$ cat src/hdl/cwfc_consts.svh
`ifndef CWFC_CONSTS_SVH
`define CWFC_CONSTS_SVH
// ==================================================================
// Word addresses inside the EPC and TAG_IDENTIFIER_BANK banks
`define CWFC_CFG_WORD_ADDR   16'h0200
// TAG_IDENTIFIER_BANK word holding the configuration-word indicator (bit address 14h)
`define CWFC_TID_IND_WORD    16'h0001
`define CWFC_TID_IND_BIT     4'h4
// First TAG_IDENTIFIER_BANK word of the serial number (bit address 20h)
`define CWFC_TID_SNR_WORD    16'h0002
// ==================================================================
// Configuration word bit positions (MSB first on air, bit 15 = 200h)
`define CWFC_B_TAMPER        4'hF
`define CWFC_B_EXTSUP        4'hE
`define CWFC_B_INVERT        4'hB
`define CWFC_B_TRANS_ON      4'hA
`define CWFC_B_TRANS_RAW     4'h9
`define CWFC_B_STRENGTH      4'h6
`define CWFC_B_OUTLVL        4'h5
`define CWFC_B_RANGE         4'h4
`define CWFC_B_PROT_EPC      4'h2
`define CWFC_B_PROT_TID      4'h1
`define CWFC_B_PSF           4'h0
// Masks of the bit classes
`define CWFC_M_PERSIST       16'h0077
`define CWFC_M_TEMP          16'h0E00
`define CWFC_M_INDICATOR     16'hC000
`define CWFC_M_RFU           16'h3188
// Reset values
`define CWFC_PERSIST_RST     16'h0040
`define CWFC_TEMP_RST        16'h0000
// Field detect pulse length
`define CWFC_PULSE_NS        100
`define CWFC_CLK_MHZ         250
`define CWFC_PULSE_CYC       ((`CWFC_PULSE_NS*`CWFC_CLK_MHZ)/1000)
`define CWFC_PULSE_W         5
// Alarm code width
`define CWFC_ALARM_W         64
`endif

$ cat src/hdl/cwfc_pkg.sv
package cwfc_pkg;
   // ===============================================================
   // Decoded air command as handed over by the protocol front end
   typedef enum logic [2:0] {
      CWFC_CMD_NONE,
      CWFC_CMD_READ,
      CWFC_CMD_WRITE,
      CWFC_CMD_SELECT,
      CWFC_CMD_TOGGLE,
      CWFC_CMD_PROTECT,
      CWFC_CMD_ALARM
   } cwfc_cmd_type;

   // Memory banks
   typedef enum logic [1:0] {
      CWFC_BANK_RSV = 2'h0,
      CWFC_BANK_EPC = 2'h1,
      CWFC_BANK_TID = 2'h2,
      CWFC_BANK_USR = 2'h3
   } cwfc_bank_type;

   // Access state of the tag
   typedef enum logic [2:0] {
      CWFC_ST_READY,
      CWFC_ST_ARBITRATE,
      CWFC_ST_REPLY,
      CWFC_ST_ACK,
      CWFC_ST_OPEN,
      CWFC_ST_SECURED,
      CWFC_ST_KILLED
   } cwfc_tag_state_type;

   // One request from the front end
   typedef struct packed {
      logic          valid;
      cwfc_cmd_type  cmd;
      cwfc_bank_type bank;
      logic [15:0]   wordPtr;
      logic [15:0]   data;
      logic [15:0]   mask;
   } cwfc_req_type;

   // One answer to the front end
   typedef struct packed {
      logic        valid;
      logic        ok;
      logic        alarm;
      logic [15:0] data;
      logic        match;
   } cwfc_rsp_type;
endpackage : cwfc_pkg

$ cat src/hdl/cwfc_field_pulse.sv
`timescale 1ns/1ps
`include "cwfc_consts.svh"
// Fixed-length pulse on the rising edge of field presence
module cwfc_field_pulse (
   // Clock and reset
   input  wire logic clk,
   input  wire logic rst_n,
   // Field presence in, pulse out
   input  wire logic fieldPresent,
   output logic      pulse
);
   logic                    seen_q;
   logic [`CWFC_PULSE_W-1:0] count_q;

   // ===============================================================
   // Edge memory
   always_ff @(posedge clk or negedge rst_n) begin
      if (!rst_n) begin
         seen_q <= 1'b0;
      end else begin
         seen_q <= fieldPresent;
      end
   end

   // Pulse counter, restarted on each field entry
   always_ff @(posedge clk or negedge rst_n) begin
      if (!rst_n) begin
         count_q <= '0;
      end else if (fieldPresent && !seen_q) begin
         count_q <= `CWFC_PULSE_W'(`CWFC_PULSE_CYC);
      end else if (count_q != '0) begin
         count_q <= count_q - `CWFC_PULSE_W'(1);
      end
   end

   assign pulse = (count_q != '0);
endmodule : cwfc_field_pulse

$ cat src/hdl/cwfc_config_word.sv
`timescale 1ns/1ps
`include "cwfc_consts.svh"
// Summary of operation
// Standard write only while EPC unlocked
// Toggle command changes flags despite lock
// Config word lives at EPC word 200h
// TAG_IDENTIFIER_BANK bit 14h reads as one
// Separate EPC and serial read protection
// Protected regions read back as zero
// Select on protection flags matches protected
// Legacy protect sets both protection flags
// Config select only at pointer 200h
// Alarm query with flag set replies code
// Select on status flag matches flagged tags
// Strength default max, cleared means reduced
// Range flag engages receiver attenuation
// Range flag selectable
// Tamper flag follows supply-output loop
// Field entry emits supply pad pulse
// Output pad follows stored level
// Stored level survives kill and supply loss
// Invert bit changes pad, not stored bit
// Toggle payload ones flip flags
// Toggle reply carries current word
// Toggle only in open or secured
// Pad equals level xor volatile invert
// Indicator and reserved bits ignore writes
module cwfc_config_word #(
   parameter logic [`CWFC_ALARM_W-1:0] ALARM_CODE = 64'h0123456789ABCDEF
) (
   // Clock and reset
   input  wire logic                      clk,
   input  wire logic                      rst_n,
   // Request from the air protocol front end
   input  cwfc_pkg::cwfc_req_type         req,
   input  cwfc_pkg::cwfc_tag_state_type   tagState,
   input  wire logic                      epcLocked,
   input  wire logic                      accessPwdZero,
   // Stored word from non-volatile memory
   input  wire logic                      nvmValid,
   input  wire logic [15:0]               nvmWord,
   input  wire logic [15:0]               memData,
   // Pad and field inputs
   input  wire logic                      loopClosed,
   input  wire logic                      extSupply,
   input  wire logic                      fieldPresent,
   // Answer to the front end
   output cwfc_pkg::cwfc_rsp_type         rsp,
   output logic [`CWFC_ALARM_W-1:0]       alarmCode,
   // Non-volatile update
   output logic                           nvmWrite,
   output logic [15:0]                    nvmData,
   // Pad controls and analogue settings
   output logic                           outPad,
   output logic                           outPadEn,
   output logic                           supplyPulse,
   output logic                           maxStrength,
   output logic                           rxAttenuate
);
   logic [15:0] persist_q;
   logic [15:0] persist_d;
   logic [15:0] temp_q;
   logic [15:0] temp_d;
   logic [15:0] word;
   logic        isCfg;
   logic        cfgWrOk;
   logic        tglApply;
   logic        persistLoad_q;
   cwfc_pkg::cwfc_rsp_type rsp_q;
   logic [`CWFC_ALARM_W-1:0] alarm_q;
   logic        nvmWrite_q;
   logic [15:0] nvmData_q;
   logic        outPad_q;

   // ===============================================================
   // Helpers
   // Writable part of a new word, other bits kept
   function automatic logic [15:0] merge(input logic [15:0] oldV,
                                         input logic [15:0] newV,
                                         input logic [15:0] msk);
      merge = (oldV & ~msk) | (newV & msk);
   endfunction : merge

   // Bit test on the configuration word
   function automatic logic cfgBit(input logic [15:0] w,
                                   input logic [3:0] pos);
      cfgBit = w[pos];
   endfunction : cfgBit

   // Payload applies in secured, or open with zero password
   function automatic logic tglApplies(
      input cwfc_pkg::cwfc_tag_state_type st,
      input logic                         pwdZero);
      tglApplies = (st == cwfc_pkg::CWFC_ST_SECURED) ||
                   (st == cwfc_pkg::CWFC_ST_OPEN && pwdZero);
   endfunction : tglApplies

   // Toggle is answered in open or secured only
   function automatic logic tglAnswered(
      input cwfc_pkg::cwfc_tag_state_type st);
      tglAnswered = (st == cwfc_pkg::CWFC_ST_OPEN) ||
                    (st == cwfc_pkg::CWFC_ST_SECURED);
   endfunction : tglAnswered

   // Indicator bits come live from the pads
   always_comb begin
      word = persist_q | temp_q;
      word[`CWFC_B_TAMPER] = ~loopClosed;
      word[`CWFC_B_EXTSUP] = extSupply;
   end

   // Word decode; the pointer must sit exactly on the word
   assign isCfg = (req.bank == cwfc_pkg::CWFC_BANK_EPC) &&
                  (req.wordPtr == `CWFC_CFG_WORD_ADDR);

   // Standard write reaches the word only while the bank is open
   assign cfgWrOk  = req.valid && req.cmd == cwfc_pkg::CWFC_CMD_WRITE &&
                     isCfg && !epcLocked;
   // Toggle payload is taken as zero outside the allowed states
   assign tglApply = req.valid && req.cmd == cwfc_pkg::CWFC_CMD_TOGGLE &&
                     tglApplies(tagState, accessPwdZero);

   // ===============================================================
   // Next value of the persistent flags
   always_comb begin
      persist_d = persist_q;
      if (req.valid) begin
         case (req.cmd)
            cwfc_pkg::CWFC_CMD_WRITE: begin
               if (cfgWrOk) begin
                  persist_d = merge(persist_q, req.data,
                                    `CWFC_M_PERSIST);
               end
            end
            cwfc_pkg::CWFC_CMD_TOGGLE: begin
               // Open state without a zero password only reports
               if (tglApply) begin
                  persist_d = persist_q ^
                              (req.data & `CWFC_M_PERSIST);
               end
            end
            // Legacy protect ignores the bank lock
            cwfc_pkg::CWFC_CMD_PROTECT: begin
               persist_d[`CWFC_B_PROT_EPC] = 1'b1;
               persist_d[`CWFC_B_PROT_TID] = 1'b1;
            end
            default: begin
               persist_d = persist_q;
            end
         endcase
      end
   end

   // Next value of the volatile flags
   always_comb begin
      temp_d = temp_q;
      // Temporary bits have no write-back; reset clears them
      if (cfgWrOk) begin
         temp_d = merge(temp_q, req.data, `CWFC_M_TEMP);
      end else if (tglApply) begin
         temp_d = temp_q ^ (req.data & `CWFC_M_TEMP);
      end
   end

   // ===============================================================
   // Persistent flags, reloaded from memory after power-up
   always_ff @(posedge clk or negedge rst_n) begin
      if (!rst_n) begin
         persist_q     <= `CWFC_PERSIST_RST;
         persistLoad_q <= 1'b0;
      end else if (!persistLoad_q) begin
         if (nvmValid) begin
            persist_q     <= nvmWord & `CWFC_M_PERSIST;
            persistLoad_q <= 1'b1;
         end
      end else begin
         persist_q <= persist_d;
      end
   end

   // Volatile flags lost on power loss
   always_ff @(posedge clk or negedge rst_n) begin
      if (!rst_n) begin
         temp_q <= `CWFC_TEMP_RST;
      end else begin
         temp_q <= temp_d;
      end
   end

   // Write-back to memory whenever a persistent flag changes
   always_ff @(posedge clk or negedge rst_n) begin
      if (!rst_n) begin
         nvmWrite_q <= 1'b0;
         nvmData_q  <= 16'h0000;
      end else begin
         nvmWrite_q <= persistLoad_q && (persist_d != persist_q);
         nvmData_q  <= persist_d;
      end
   end

   // ===============================================================
   // Answers: read data, select match, toggle reply, alarm
   always_ff @(posedge clk or negedge rst_n) begin
      if (!rst_n) begin
         rsp_q   <= '0;
         alarm_q <= '0;
      end else begin
         rsp_q   <= '0;
         alarm_q <= '0;
         if (req.valid) begin
            case (req.cmd)
               // Protected regions answer zero, the word stays readable
               cwfc_pkg::CWFC_CMD_READ: begin
                  rsp_q.valid <= 1'b1;
                  rsp_q.ok    <= 1'b1;
                  if (isCfg) begin
                     rsp_q.data <= word;
                  end else if (req.bank == cwfc_pkg::CWFC_BANK_EPC &&
                               cfgBit(word, `CWFC_B_PROT_EPC)) begin
                     rsp_q.data <= 16'h0000;
                  end else if (req.bank == cwfc_pkg::CWFC_BANK_TID &&
                               req.wordPtr >= `CWFC_TID_SNR_WORD &&
                               cfgBit(word, `CWFC_B_PROT_TID)) begin
                     rsp_q.data <= 16'h0000;
                  end else if (req.bank == cwfc_pkg::CWFC_BANK_TID &&
                               req.wordPtr == `CWFC_TID_IND_WORD) begin
                     rsp_q.data <= memData |
                        (16'h8000 >> `CWFC_TID_IND_BIT);
                  end else begin
                     rsp_q.data <= memData;
                  end
               end
               cwfc_pkg::CWFC_CMD_WRITE: begin
                  rsp_q.valid <= 1'b1;
                  rsp_q.ok    <= !(isCfg && epcLocked);
               end
               cwfc_pkg::CWFC_CMD_SELECT: begin
                  rsp_q.valid <= 1'b1;
                  rsp_q.ok    <= 1'b1;
                  // Flags match only with pointer at the word R7 R11
                  rsp_q.match <= isCfg &&
                     ((word & req.mask) == (req.data & req.mask));
               end
               cwfc_pkg::CWFC_CMD_TOGGLE: begin
                  // Reply shows the word after the flip
                  if (tglAnswered(tagState)) begin
                     rsp_q.valid <= 1'b1;
                     rsp_q.ok    <= 1'b1;
                     rsp_q.data  <= (persist_d | temp_d) |
                                    (word & `CWFC_M_INDICATOR);
                  end
               end
               cwfc_pkg::CWFC_CMD_PROTECT: begin
                  rsp_q.valid <= 1'b1;
                  rsp_q.ok    <= 1'b1;
               end
               // Silent while the status flag is clear
               cwfc_pkg::CWFC_CMD_ALARM: begin
                  if (cfgBit(word, `CWFC_B_PSF)) begin
                     rsp_q.valid <= 1'b1;
                     rsp_q.ok    <= 1'b1;
                     rsp_q.alarm <= 1'b1;
                     alarm_q     <= ALARM_CODE;
                  end
               end
               default: begin
                  rsp_q.valid <= 1'b0;
               end
            endcase
         end
      end
   end

   // ===============================================================
   // Output pad, registered to keep glitches off the pin
   always_ff @(posedge clk or negedge rst_n) begin
      if (!rst_n) begin
         outPad_q <= 1'b0;
      end else begin
         outPad_q <= cfgBit(persist_q, `CWFC_B_OUTLVL) ^
                     cfgBit(temp_q, `CWFC_B_INVERT);
      end
   end

   // Field entry pulse on the supply pad
   cwfc_field_pulse u_pulse (
      .clk          (clk),
      .rst_n        (rst_n),
      .fieldPresent (fieldPresent),
      .pulse        (supplyPulse)
   );

   // Port drive; pad enable stays high, the pad is never released
   assign rsp         = rsp_q;
   assign alarmCode   = alarm_q;
   assign nvmWrite    = nvmWrite_q;
   assign nvmData     = nvmData_q;
   assign outPad      = outPad_q;
   assign outPadEn    = 1'b1;
   assign maxStrength = cfgBit(persist_q, `CWFC_B_STRENGTH);
   assign rxAttenuate = cfgBit(persist_q, `CWFC_B_RANGE);
endmodule : cwfc_config_word

$ cat config.mk
export PLATFORM = sky130hd
export DESIGN_NAME = cwfc_config_word
export DESIGN_NICKNAME = d
export VERILOG_FILES = /design/src/hdl/cwfc_pkg.sv /design/src/hdl/cwfc_field_pulse.sv /design/src/hdl/cwfc_config_word.sv
export VERILOG_INCLUDE_DIRS = /design/src /design/src/hdl
export SDC_FILE = /design/constraint.sdc
export NUM_CORES = 1
export LEC_CHECK = 0
export ABC_AREA = 1
export BUFFER_PORTS_ARGS = -buffer_cell sky130_fd_sc_hd__buf_2
export CAP_MARGIN = 20
export CORE_MARGIN = 8
export CORE_UTILIZATION = 30
export DETAILED_ROUTE_END_ITERATION = 10
export GPL_ROUTABILITY_DRIVEN = 0
export PLACE_DENSITY = 0.6
export SYNTH_ARGS = -nofsm -noshare
export SYNTH_HDL_FRONTEND = slang
export SYNTH_HIERARCHICAL = 1
export SYNTH_SLANG_ARGS = --single-unit
export TNS_END_PERCENT = 20
$ cat constraint.sdc
create_clock -name clk -period 3.2 [get_ports clk]
set_input_delay 0.32 -clock clk [delete_from_list [all_inputs] [get_ports clk]]
set_output_delay 0.32 -clock clk [all_outputs]
set_load 0.01 [all_outputs]
==> flow_summary.yaml <==
critical_path:
  reg2reg_from: "persist_q[1]"
  timing.rr.end: "rsp[7]"
  critical_path_peak_fanout: 5
  path_class: "input port to flip-flop"
  required_ns: 3.42
  r2r_setup_slack_ns: 1.51
  cp-end-kind: "flip-flop"
  critPathArrivalTime_ns: 1.92
  reg2reg_depth: 5
  cp-start-kind: "input port"
clock_tree:
  cts_tree: "yes"
  numCtsBuffers: 9
  hold_buffers: 0
  post_cts_buffers: 0
  cts.root.buffer_cell: "clkbuf_16"
  post_cts_resized: 0
  clockBufferDepth: 2
  htreeDepth: 3
  insertion_delay_ns: 0.33
  clkTransAtPathRegs_ns: 0.06
  cts_sinks: 64
yosys:
  yosysSeqAreaShare_pct: 40.7
  postSynthRegisterBits: 64
  synth_area_um2: 3940
  syn_inst: 501
  ys_types: 45
  yosysWarnings: 6
  postSynthAreaPerCell_um2: 7.85
sta:
  finalHoldViolCount: 0
  tightest_slew_ns: 0.921
  max_freq_mhz: 588
  period_needed_ns: 1.70
  fin_hold_ws_ns: 0.123
  fin_crit_sh_pct: 53.2
  max_slew_margin_pct: 38.6
  slew_violations: 0
  rsz0062_at_grt: "no"
  setup_violations: 0
  fin_skew_ns: 0.00742
  fin_setup_tns_ns: 0
routing:
  post_drt_via_cell_ratio: 4.40
  wl_mm: 12.4
  drtIter0Drc: 189
  ant_nets: 0
  drt_pass1_iterations: 4
  drc: 0
  vias: 3546
  wire_per_inst_um: 15.4
pwr:
  p_switching_w: 0.000839
  p_comb_share_pct: 23.0
  switching_share_pct: 30.5
  clkPwrFrac_pct: 39.9
  p_leak_nw: 2.67
  p_per_area_nw_per_um2: 565
  p_seq_share_pct: 37.1
  p_int_w: 0.00191
  ir_drop_mv: 0.208
cells_and_area:
  final_net_count: 721
  multiInputGateArea_um2: 1660
  layout-drive-gt1-share_pct: 33.8
  seqCellArea_um2: 1600
  syn_to_final_growth_pct: 23.6
  final.fill_count: 1395
min_path:
  worstHoldEndpoint: "u_pulse/seen_q"
  min_from: "fieldPresent"
  worstHoldPathType: "input port to flip-flop"
  min_path_cells: 1
global_route:
  grt_use_total_pct: 14.5
  grt_pass1_wl_mm: 18.5
  antenna_found_initial: 1
  grt_max_degree: 65
  grt.overflow.total: 0
  grt_pass1_vias: 3468
floorplan:
  die_h_um: 131
  num_io_pins: 203
  num_rows: 42
  start_util_pct: 30.2
  die_area_um2: 17000
  core_um2: 13000
  die_width_um: 131
outcome:
  run_status: "complete, no violations"
job:
  cap_viol_max_count: 0
place:
  portBuffers: 159
  dp_hpwl_mm: 9.78
## flip-flops by register name, indices dropped and copies added, names as in the netlist
register / cells
u_pulse/seen_q: 1
u_pulse/count_q: 5
temp_q: 3
nvmWrite: 1
persist_q: 16
outPad: 1
nvmData: 16
alarmCode: 1
rsp: 19
persistLoad_q: 1
## layout make-up
cell class | instances | area share, %
inverter | 60 | 4.63
tap | 176 | 4.53
timing repair buffer | 162 | 16.8
antenna | 1 | 0.0514
clock buffer | 14 | 5.63
multi-input combinational | 326 | 34.2
clock inverter | 2 | 1.23
sequential | 64 | 32.9
## logic make-up (layout without fill, tap and decap cells)
logic type / count (synthesis) / in the layout / synth area share (%)
compound gates: 64 / 64 / 10.7
xor+xnor: 8 / 8 / 1.78
other cells: 2 / 34 / 0.191
buf+inv: 142 / 238 / 20.1
simple gates: 220 / 220 / 26.2
flops: 64 / 64 / 40.7
fa+ha+maj: 1 / 1 / 0.318
## worst max-delay path by stage
stage                      from        to  slack (ns)  cells past startpoint
floorplan               req[43]  nvmWrite        1.58                     13
global placement    tagState[2]  nvmWrite        1.15                     14
detailed placement  tagState[2]  nvmWrite        1.14                     14
CTS                 tagState[2]  nvmWrite        1.49                     14
global route            req[52]  nvmWrite        1.27                     14
finish                  req[52]  nvmWrite        1.50                     14
## synth_stat cells (all sizes together)
cell	n	area, um2
a21boi	1	7.51
o221ai	3	26.3
nand3b	1	11.3
o21ai	16	83.8
a41oi	1	8.76
o21bai	1	7.51
xor2	7	61.3
nand4	13	81.3
ha	1	12.5
nor2	58	267
nor4	1	6.26
xnor2	1	8.76
dfstp	1	26.3
a21oi	15	78.8
dfrtp	63	1580
inv	59	221
conb	2	7.51
nand3	32	203
o221a	1	11.3
and2	1	7.51
nand2	110	430
a32oi	6	52.6
clkbuf	14	52.6
a221oi	1	8.76
a31oi	9	56.3
buf	68	512
nor3	4	25.0
o211ai	8	65.1
a22oi	1	7.51
clkinv	1	3.75
o21a	1	7.51
## stage by stage
step	setup slack [ns]	utilization (%)	power (W)	cell area, um2	std cells
global placement	1.15	34.7	0.00166	4530	788
detailed placement	1.14	34.7	0.00167	4530	788
global route	1.27	37.3	0.00293	4860	804
floorplan	1.58	-	0.00145	4050	532
finish	1.50	37.3	0.00275	4860	805
CTS	1.49	37.3	0.00278	4860	804
## cells in the final DEF, fill, tap and decap left out, types with 2 or more instances in the layout
master     Yosys  routed
conb_1         2      33
clkbuf_1      14       2
xor2_1         7       7
nand3_2        6       6
buf_4         66       3
inv_1         54      54
nor3_1         3       3
o221ai_1       3       3
nand2_2        7       7
a21oi_1       14      14
a31oi_1        9       9
nand3_1       25      25
bufinv_16      0       2
clkbuf_16      0       9
nor2_1        50      49
nor2_4         3       3
inv_2          5       5
o211ai_1       7       7
dfrtp_1       63      63
a32oi_1        6       6
nand4_1       13      13
buf_2          1     159
o21ai_1        2       2
o21ai_0       13      13
nand2_1      103     103
clkbuf_8       0       3
nor2_2         4       5
## worst max-delay path, stage by stage
cell     delay (ns)
buf_2          0.14
inv_1          0.07
nor2_1         0.21
nand2_1        0.21
nand2_2        0.18
nand2_2        0.10
a21oi_1        0.13
nand2_1        0.11
nand2_2        0.10
nand2_1        0.05
nand2_1        0.06
nand3_1        0.07
nor2_1         0.12
nor2_1         0.05
## routing by layer
metal | vias to the layer above | track usage, % | wire [um]
li1 | 1768 | - | -
met1 | 1610 | 18.4 | 5330
met2 | 153 | 22.6 | 5770
met3 | 13 | 4.42 | 1150
met4 | 2 | 5.67 | 174
met5 | - | 0 | 14
## power by group through the flow
| stage | combinational (W) | clock (W) | sequential [W] |
|---|---|---|---|
| finish | 0.000632 | 0.00110 | 0.00102 |
| global route | 0.000721 | 0.00117 | 0.00104 |
| global placement | 0.000628 | 0 | 0.00103 |
| detailed placement | 0.000637 | 0 | 0.00103 |
| CTS | 0.000640 | 0.00112 | 0.00102 |
| floorplan | 0.000417 | 0 | 0.00104 |
Note: power is estimated with default switching activity, not from simulation.
